### src/design/tone_port_pkg.sv
package tone_port_pkg;
    localparam logic [9:0]  BASE_ADDR_DEFAULT = 10'h300;
    localparam logic [9:0]  ADDR_MAX          = 10'h3FF;
    localparam logic [2:0]  PROC_DATA_PORT    = 3'h4;
    localparam logic [2:0]  PROC_STATUS_PORT  = 3'h6;
    localparam logic [2:0]  CMD_PREFIX        = 3'h7;
    localparam int          CMD_PREFIX_MSB    = 7;
    localparam int          CMD_PREFIX_LSB    = 5;
    localparam int          CMD_DIR_BIT       = 4;
    localparam logic [7:0]  RESET_BYTE        = 8'h00;
    localparam int          CLK_MHZ           = 25;
    localparam int          ACCESS_GAP_US     = 20;
    localparam int          ACCESS_GAP_CYC    = ACCESS_GAP_US * CLK_MHZ;
    localparam int          IRQ_IGNORE_MS     = 2;
    localparam int          IRQ_IGNORE_CYC    = IRQ_IGNORE_MS * 1000 * CLK_MHZ;

    typedef enum logic [1:0] {
        HOST_IDLE = 2'b00,
        HOST_SEND = 2'b01,
        HOST_WAIT = 2'b11,
        HOST_READ = 2'b10
    } host_state_t;

    function automatic logic [7:0] make_cmd(input logic rd, input logic [3:0] reg_num);
        make_cmd = {CMD_PREFIX, rd, reg_num};
    endfunction
endpackage

### src/design/tone_port_if.sv
`timescale 1ns/100ps
interface tone_port_if;
    logic [9:0] sa;
    logic [7:0] host_d_in;
    logic [7:0] host_d_out;
    logic       host_d_oe_n;
    logic       ior_n;
    logic       iow_n;
    logic       aen;
    logic       reset_drv;
    logic       host_irq_flag_out;

    modport card (
        input  sa, host_d_in, ior_n, iow_n, aen, reset_drv,
        output host_d_out, host_d_oe_n, host_irq_flag_out
    );
    modport host (
        output sa, host_d_in, ior_n, iow_n, aen, reset_drv,
        input  host_d_out, host_d_oe_n, host_irq_flag_out
    );
endinterface

### src/design/tone_card_port.sv
`timescale 1ns/100ps
module tone_card_port (
    tone_port_if.card          BUS,
    input  wire logic          CLK,
    input  wire logic          RESET,
    input  wire logic [9:0]    CARD_ADDR,
    input  wire logic [2:0]    PORT_ADDR,
    input  wire logic          PROC_READ_STROBE_N,
    input  wire logic          PROC_WRITE_STROBE_N,
    input  wire logic [7:0]    PROC_D_IN,
    input  wire logic          PROC_IRQ_FLAG_N,
    output logic [7:0]         PROC_D_OUT,
    output logic               PROC_D_OE_N,
    output logic               PROC_INT,
    output logic               PROC_RESET_IN_N
);
    // Decoding
    logic       host_sel;
    logic       host_rd;
    logic       host_wr;
    logic       host_wr_rise;
    logic       proc_wr_act;
    logic       proc_wr_rise;
    logic       proc_read_decode;
    logic       proc_write_decode;
    logic       port_addr_bit2;
    logic       port_addr_bit1;
    logic [9:0] addr_hit;

    // State and next values
    logic       iow_d_r;
    logic       iow_d_nxt;
    logic       pwe_d_r;
    logic       pwe_d_nxt;
    logic [7:0] to_proc_r;
    logic [7:0] to_proc_nxt;
    logic [7:0] to_host_r;
    logic [7:0] to_host_nxt;
    logic [7:0] host_out_r;
    logic [7:0] host_out_nxt;
    logic       host_oe_n_r;
    logic       host_oe_n_nxt;
    logic       flag_r;
    logic       flag_nxt;

    // Next values of the top-level outputs
    logic       proc_int_nxt;
    logic [7:0] proc_d_out_nxt;
    logic       proc_d_oe_n_nxt;
    logic       proc_reset_in_n_nxt;

    // One place decides which processor port a strobe belongs to
    function automatic logic port_is(input logic [2:0] port, input logic [2:0] want);
        port_is = (port == want);
    endfunction

    // Every address line takes part, so the card has no alias elsewhere
    for (genvar i = 0; i < 10; i++) begin : g_addr
        assign addr_hit[i] = (BUS.sa[i] == CARD_ADDR[i]);
    end

    assign port_addr_bit2      = PORT_ADDR[2];
    assign port_addr_bit1      = PORT_ADDR[1];
    assign host_sel            = (&addr_hit) && !BUS.aen;
    assign host_rd             = host_sel && !BUS.ior_n;
    assign host_wr             = host_sel && !BUS.iow_n;
    assign proc_read_decode    = port_addr_bit2 && !PROC_READ_STROBE_N
                                 && port_is(PORT_ADDR, tone_port_pkg::PROC_DATA_PORT);
    assign proc_write_decode   = port_addr_bit2 && port_addr_bit1
                                 && port_is(PORT_ADDR, tone_port_pkg::PROC_STATUS_PORT);
    assign proc_wr_act         = proc_write_decode && !PROC_WRITE_STROBE_N;
    // Strobe release is seen one clock late; the writer must still hold its byte then
    assign host_wr_rise        = iow_d_r && !host_wr;
    assign proc_wr_rise        = pwe_d_r && PROC_WRITE_STROBE_N;
    assign iow_d_nxt           = host_wr;
    assign pwe_d_nxt           = proc_wr_act;
    assign to_proc_nxt         = host_wr_rise ? BUS.host_d_in : to_proc_r;
    assign to_host_nxt         = proc_wr_rise ? PROC_D_IN : to_host_r;
    assign proc_int_nxt        = host_wr_rise;
    assign proc_d_out_nxt      = to_proc_r;
    assign proc_d_oe_n_nxt     = !proc_read_decode;
    assign host_out_nxt        = to_host_r;
    assign host_oe_n_nxt       = !host_rd;
    // Firmware builds the flag from enabled status bits; the card only passes it on
    assign flag_nxt            = PROC_IRQ_FLAG_N;
    assign proc_reset_in_n_nxt = !BUS.reset_drv;

    always_ff @(posedge CLK or posedge RESET) begin
        if (RESET) begin
            iow_d_r <= 1'b0;
        end else begin
            iow_d_r <= iow_d_nxt;
        end
    end

    always_ff @(posedge CLK or posedge RESET) begin
        if (RESET) begin
            pwe_d_r <= 1'b0;
        end else begin
            pwe_d_r <= pwe_d_nxt;
        end
    end

    always_ff @(posedge CLK or posedge RESET) begin
        if (RESET) begin
            to_proc_r <= tone_port_pkg::RESET_BYTE;
        end else begin
            to_proc_r <= to_proc_nxt;
        end
    end

    always_ff @(posedge CLK or posedge RESET) begin
        if (RESET) begin
            to_host_r <= tone_port_pkg::RESET_BYTE;
        end else begin
            to_host_r <= to_host_nxt;
        end
    end

    always_ff @(posedge CLK or posedge RESET) begin
        if (RESET) begin
            PROC_INT <= 1'b0;
        end else begin
            PROC_INT <= proc_int_nxt;
        end
    end

    // Output data follows the latch always; only the enable marks the read window
    always_ff @(posedge CLK or posedge RESET) begin
        if (RESET) begin
            PROC_D_OUT <= tone_port_pkg::RESET_BYTE;
        end else begin
            PROC_D_OUT <= proc_d_out_nxt;
        end
    end

    always_ff @(posedge CLK or posedge RESET) begin
        if (RESET) begin
            PROC_D_OE_N <= 1'b1;
        end else begin
            PROC_D_OE_N <= proc_d_oe_n_nxt;
        end
    end

    always_ff @(posedge CLK or posedge RESET) begin
        if (RESET) begin
            host_out_r <= tone_port_pkg::RESET_BYTE;
        end else begin
            host_out_r <= host_out_nxt;
        end
    end

    always_ff @(posedge CLK or posedge RESET) begin
        if (RESET) begin
            host_oe_n_r <= 1'b1;
        end else begin
            host_oe_n_r <= host_oe_n_nxt;
        end
    end

    // Flag reads inactive while in reset; the host still ignores it for a while after
    always_ff @(posedge CLK or posedge RESET) begin
        if (RESET) begin
            flag_r <= 1'b1;
        end else begin
            flag_r <= flag_nxt;
        end
    end

    always_ff @(posedge CLK or posedge RESET) begin
        if (RESET) begin
            PROC_RESET_IN_N <= 1'b0;
        end else begin
            PROC_RESET_IN_N <= proc_reset_in_n_nxt;
        end
    end

    // Host data held during the host's read window, processor does the rest
    assign BUS.host_d_out        = host_out_r;
    assign BUS.host_d_oe_n       = host_oe_n_r;
    assign BUS.host_irq_flag_out = flag_r;
endmodule // tone_card_port

### src/flat_wrapper.sv
// flat-port wrapper written by rule: the top's interface ports become plain ports
module tone_card_port_flat 
  (CLK, RESET, CARD_ADDR, PORT_ADDR, PROC_READ_STROBE_N, PROC_WRITE_STROBE_N, PROC_D_IN, PROC_IRQ_FLAG_N, PROC_D_OUT, PROC_D_OE_N, PROC_INT, PROC_RESET_IN_N, BUS_sa, BUS_host_d_in, BUS_ior_n, BUS_iow_n, BUS_aen, BUS_reset_drv, BUS_host_d_out, BUS_host_d_oe_n, BUS_host_irq_flag_out);
  tone_port_if BUS_i ();
  input  wire logic CLK;
  input  wire logic RESET;
  input  wire logic [9:0] CARD_ADDR;
  input  wire logic [2:0] PORT_ADDR;
  input  wire logic PROC_READ_STROBE_N;
  input  wire logic PROC_WRITE_STROBE_N;
  input  wire logic [7:0] PROC_D_IN;
  input  wire logic PROC_IRQ_FLAG_N;
  output logic [7:0] PROC_D_OUT;
  output logic PROC_D_OE_N;
  output logic PROC_INT;
  output logic PROC_RESET_IN_N;
  input wire logic [$bits(BUS_i.sa)-1:0] BUS_sa;
  input wire logic [$bits(BUS_i.host_d_in)-1:0] BUS_host_d_in;
  input wire logic [$bits(BUS_i.ior_n)-1:0] BUS_ior_n;
  input wire logic [$bits(BUS_i.iow_n)-1:0] BUS_iow_n;
  input wire logic [$bits(BUS_i.aen)-1:0] BUS_aen;
  input wire logic [$bits(BUS_i.reset_drv)-1:0] BUS_reset_drv;
  output wire logic [$bits(BUS_i.host_d_out)-1:0] BUS_host_d_out;
  output wire logic [$bits(BUS_i.host_d_oe_n)-1:0] BUS_host_d_oe_n;
  output wire logic [$bits(BUS_i.host_irq_flag_out)-1:0] BUS_host_irq_flag_out;
  assign BUS_i.sa = BUS_sa;
  assign BUS_i.host_d_in = BUS_host_d_in;
  assign BUS_i.ior_n = BUS_ior_n;
  assign BUS_i.iow_n = BUS_iow_n;
  assign BUS_i.aen = BUS_aen;
  assign BUS_i.reset_drv = BUS_reset_drv;
  assign BUS_host_d_out = BUS_i.host_d_out;
  assign BUS_host_d_oe_n = BUS_i.host_d_oe_n;
  assign BUS_host_irq_flag_out = BUS_i.host_irq_flag_out;
  tone_card_port u_core (.BUS(BUS_i), .CLK(CLK), .RESET(RESET), .CARD_ADDR(CARD_ADDR), .PORT_ADDR(PORT_ADDR), .PROC_READ_STROBE_N(PROC_READ_STROBE_N), .PROC_WRITE_STROBE_N(PROC_WRITE_STROBE_N), .PROC_D_IN(PROC_D_IN), .PROC_IRQ_FLAG_N(PROC_IRQ_FLAG_N), .PROC_D_OUT(PROC_D_OUT), .PROC_D_OE_N(PROC_D_OE_N), .PROC_INT(PROC_INT), .PROC_RESET_IN_N(PROC_RESET_IN_N));
endmodule
### config.mk
export PLATFORM = sky130hd
export DESIGN_NAME = tone_card_port_flat
export DESIGN_NICKNAME = d
export VERILOG_FILES = /design/src/design/tone_port_pkg.sv /design/src/design/tone_port_if.sv /design/src/design/tone_card_port.sv /design/src/flat_wrapper.sv
export SDC_FILE = /design/constraint.sdc
export NUM_CORES = 1
export LEC_CHECK = 0
export CAP_MARGIN = 10
export CORE_MARGIN = 2
export CORE_UTILIZATION = 60
export CTS_BUF_LIST = sky130_fd_sc_hd__clkbuf_4
export CTS_CLUSTER_DIAMETER = 30
export DETAILED_ROUTE_END_ITERATION = 16
export DONT_BUFFER_PORTS = 1
export PLACE_DENSITY = 0.76
export SETUP_SLACK_MARGIN = 0.2
export SYNTH_ARGS = -nofsm -noshare
export SYNTH_HDL_FRONTEND = slang
export SYNTH_SLANG_ARGS = --single-unit
### constraint.sdc
create_clock -name CLK -period 3.4 [get_ports CLK]
set_input_delay 0.68 -clock CLK [delete_from_list [all_inputs] [get_ports CLK]]
set_output_delay 0.68 -clock CLK [all_outputs]
set_load 0.03 [all_outputs]
Word-level counts from Yosys, hierarchy flattened
Index checks and enable logic that the tools add are counted.
{ "word_totals": {"ff_bits": 39, "elab_cells": 43, "inputBits": 48, "out_inout_bits": 21} }
{ "classes": {"n_eq_ne": 12, "reduce_logical": 20} }
{ "op_table": {"columns": ["operator", "n"], "rows": [
  ["1-bit == test", 10],
  ["1-bit logical AND", 10],
  ["10-bit AND reduction", 1],
  ["1-bit zero test", 9],
  ["3-bit == test (second input constant)", 2]
]} }

Longest topological paths before layout
{ "depth": {"word_depth": 6, "depth_mapped": 6, "depth_no_buf": 4} }

Worst setup path before layout
Ideal clock, no wire load.
{ "synth_timing": {"kind": "input-to-reg", "startpoint": "in CARD_ADDR[3]", "endpoint": "reg u_core.to_proc_r[0] (netlist: u_core.proc_d_out_nxt[0])", "path_buffers": 2, "setup_slack_ps": 1570, "required_ps": 3274, "setup_ps": 126, "stages": 6, "t_arrival_ps": 1704, "path_cell_list": "nor2b_1 > buf_2 > or3_1 > and4b_1 > buf_6 > o21ai_2"} }
{ "synth_between": {"elab_chain_len": 6} }
{ "synth_lines": {"columns": ["item", "line", "rtl"], "rows": [
  ["start, declared", "flat_wrapper.sv:7", "input wire logic [9:0] CARD_ADDR;"],
  ["1-bit == test", "tone_card_port.sv:59", "assign addr_hit[i] = (BUS.sa[i] == CARD_ADDR[i]);"],
  ["10-bit AND reduction", "tone_card_port.sv:64", "assign host_sel = (&addr_hit) && !BUS.aen;"],
  ["1-bit logical AND", "tone_card_port.sv:64", null],
  ["1-bit logical AND", "tone_card_port.sv:66", "assign host_wr = host_sel && !BUS.iow_n;"],
  ["net u_core.host_wr", "tone_card_port.sv:20", "logic host_wr;"],
  ["1-bit zero test", "tone_card_port.sv:73", "assign host_wr_rise = iow_d_r && !host_wr;"],
  ["1-bit logical AND", "tone_card_port.sv:73", null],
  ["end signal, assigned", "tone_card_port.sv:106", "to_proc_r <= tone_port_pkg::RESET_BYTE;"],
  ["end signal, assigned", "tone_card_port.sv:108", "to_proc_r <= to_proc_nxt;"],
  ["end, declared", "tone_card_port.sv:35", "logic [7:0] to_proc_r;"]
]} }
The timed path passes the listed nets, and every way through them passes these cells.
A chain may end at the register's enable or synchronous reset.

Worst setup path after layout
{ "layout_timing": {"startpoint": "in CARD_ADDR[2]", "endpoint": "reg u_core.to_proc_r[3] (netlist: u_core.proc_d_out_nxt[3])"} }
{ "layout_between": {"elab_chain_len": 6} }
{ "layout_lines": {"columns": ["item", "line"], "rows": [
  ["1-bit == test", "tone_card_port.sv:59"],
  ["10-bit AND reduction", "tone_card_port.sv:64"],
  ["1-bit logical AND", "tone_card_port.sv:64"],
  ["1-bit logical AND", "tone_card_port.sv:66"],
  ["1-bit zero test", "tone_card_port.sv:73"],
  ["1-bit logical AND", "tone_card_port.sv:73"]
]} }
No other way between the ends.

==> flow_metrics.py <==
metrics = {
    "status": {
        "status": "finished, final reports clean",
    },
    "floorplan": {
        "die_h_um": 55.93,
        "die_w_um": 55.93,
        "core-area_mm2": 0.002522,
        "initial_core_util": 0.6414,
        "fp-row-count": 18,
        "num_io_pins": 69,
        "fp.dieArea_mm2": 0.003128,
    },
    "placed_design": {
        "dp_cells": 152,
        "place.gp.congestion": 0.8025,
        "pre_cts_ws_ps": 1116,
        "portBuffers": 0,
        "dp_hpwl_mm": 2.232,
    },
    "timing": {
        "tightest_slew_ps": 750.6,
        "report.final.slew_viol_count": 0,
        "fin_skew_ps": 12.60,
        "fmax_mhz": 524.4,
        "layout_setup_ws_ps": 1493,
        "fin_setup_tns_ps": 0,
        "grt_setup_unrepaired": "false",
        "min_period_ps": 1907,
        "max_slew_margin": 0.4954,
        "finalCritPeriodShare": 0.5609,
        "finalHoldViolCount": 0,
        "setup_violations": 0,
    },
    "drt": {
        "detail_route.first_pass.iterations": 5,
        "initialDrtViolationCount": 24,
        "drtAntennaViolNets": 0,
        "routed_wl_mm": 3.035,
        "drc": 0,
        "wl_per_cell_um": 18.97,
        "via_per_inst": 6.413,
        "vias": 1026,
    },
    "job": {
        "drv_cap": 0,
    },
    "cells_and_area": {
        "final_common_cell": "dfrtp_1",
        "fin_cells": 160,
        "area_growth_pct": 4.717,
        "drive_gt1_frac": 0.2385,
        "final_cell_mix": "dfrtp_1, nor2b_1, nand2_1, nor4_1",
        "diodes": 0,
        "final_core_util": 0.6716,
        "finalNetCount": 177,
    },
    "clock_tree": {
        "cts_resized": 0,
        "clock-sinks": 39,
        "h-tree-depth": 2,
        "ctsRootBufferMaster": "clkbuf_4",
        "clk_latency_ps": 360,
        "cts_tree": "yes",
        "clkSlewWorstSetupHoldPaths_ps": 120,
        "post-cts-setup-buffer-count": 0,
        "cts.path.max_buffers": 2,
        "holdBufCountCts": 0,
        "cts_inserted_buffers": 5,
    },
    "pwr": {
        "internal_power_uw": 623.0,
        "p_leak_nw": 0.7433,
        "p_per_area_mw_per_mm2": 521.8,
        "switching_share": 0.2952,
        "vdd_drop_max_mv": 0.4060,
        "power.total_uw": 884.0,
        "switchingPower_uw": 261.0,
        "pwr-share-comb": 0.077,
        "p_seq_frac": 0.661,
        "clkPwrFrac": 0.262,
    },
    "setup_path": {
        "crit_fanout": 10,
        "required_ps": 3620,
        "crit_type": "primary input to flop",
        "rr_startpoint": "u_core.iow_d_r$_DFF_PP0_",
        "startpoint": "CARD_ADDR[2]",
        "start_kind": "primary input",
        "arrival_ps": 2130,
        "critPathCaptureType": "flop",
    },
    "worst_hold_path": {
        "min_path_type": "primary input to asynchronous set/reset pin",
    },
    "yosys": {
        "synth_top_area_frac": 0.5568,
        "syn_nets": 173,
        "yosys_warnings": 0,
        "ys_seq_elements": 39,
        "synth.area.top_cells": "dfrtp_1, mux2_2, dfstp_2",
        "synth.distinct_cells": 25,
        "ys_seq_area_frac": 0.6056,
        "syn_area_mm2": 0.001618,
        "syn_inst": 125,
        "synth_top_cell_by_area": "dfrtp_1",
        "syn_area_per_cell_um2": 12.94,
    },
    "global_route": {
        "grt_pass1_wl_mm": 4.988,
        "grt_pass1_vias": 1049,
        "grt_usage": 0.2155,
        "grt_max_degree": 23,
        "antenna_found_initial": 0,
        "grt_overflow": 0,
    },
}
cells by family (layout without fill, tap and decap cells):
kind of cell	count (synthesis)	after routing	synth area share
and+or+nand+nor	47	47	0.1794
DFF	39	39	0.6056
AOI/OAI and AO/OA	16	16	0.08662
xor gates and xnor gates	9	9	0.05337
muxes	8	8	0.05569
buffers and inverters	6	11	0.01933
metrics by stage:
step	area [µm²]	hold WS (ps)
2_1_floorplan	1618	348.6
3_3_place_gp	1639	353.5
3_5_place_dp	1639	357.3
4_1_cts	1694	290.8
5_1_grt	1694	293.7
6_report	1694	271.5
power by group through the flow:
stage	clock network [mW]	logic, mW	registers (mW)
after floorplan	0	0.0569	0.589
after global placement	0	0.0634	0.593
after detailed placement	0	0.0688	0.595
after CTS	0.235	0.0687	0.586
after global routing	0.255	0.0761	0.591
final	0.232	0.0677	0.585
routing by layer:
layer / up-vias / track usage / part of all wire
met5: - / 0 / 0
met2: 54 / 0.3571 / 0.51
li1: 458 / - / -
met1: 505 / 0.2543 / 0.38
met4: 0 / 0.08163 / 0.025
met3: 9 / 0.08372 / 0.084
final cells by class:
type	instances	area, µm²
clock buffers	5	37.54
clock inverters	3	17.52
fillers	198	828.3
inverters	2	7.507
multi-input cells	80	606.8
flip-flops and latches	39	979.7
well taps	30	37.54
repair buffers	1	7.507
critical path: stages:
cell	delay, ps
xor2_1	140
nor3_2	520
and4b_1	670
o21ai_2	120
final timing paths:
check	endpoint	slack, ps	cells after the start
worst min-delay path	u_core.BUS.host_d_out[6]$_DFF_PP0_	270	1
worst max register to register	u_core.proc_d_out_nxt[1]$_DFFE_PP0P_	2090	3
max in group asynchronous	u_core.PROC_D_OE_N$_DFF_PP1_	2340	2
worst max-delay path	u_core.proc_d_out_nxt[3]$_DFFE_PP0P_	1490	4
min in group CLK	u_core.BUS.host_irq_flag_out$_DFF_PP1_	310	0
worst min register to register	u_core.BUS.host_d_out[5]$_DFF_PP0_	380	0
flip-flops by register name, summed over array words and instances, names as in the netlist:
name                          flops
u_core.PROC_INT                   1
u_core.BUS.host_irq_flag_out      1
u_core.proc_d_out_nxt             8
u_core.BUS.host_d_oe_n            1
u_core.iow_d_r                    1
u_core.PROC_RESET_IN_N            1
u_core.BUS.host_d_out             8
u_core.host_out_nxt               8
u_core.PROC_D_OUT                 8
u_core.PROC_D_OE_N                1
u_core.pwe_d_r                    1
synthesized netlist by cell type:
master / count
nor2_1: 1
clkbuf_1: 1
and4b_1: 1
nor4bb_1: 1
nor3_2: 1
o21ai_2: 8
buf_1: 1
buf_2: 1
nor3_1: 2
nor4_1: 9
or3_1: 1
nand2b_1: 8
nand4b_1: 1
mux2_2: 8
buf_6: 1
xor2_2: 1
a41oi_1: 8
dfrtp_1: 36
inv_1: 2
nor4_2: 1
nand2_1: 9
nor2b_1: 11
dfstp_2: 3
or4b_2: 1
xor2_1: 8
No activity file was read; power rests on OpenSTA's default activity.
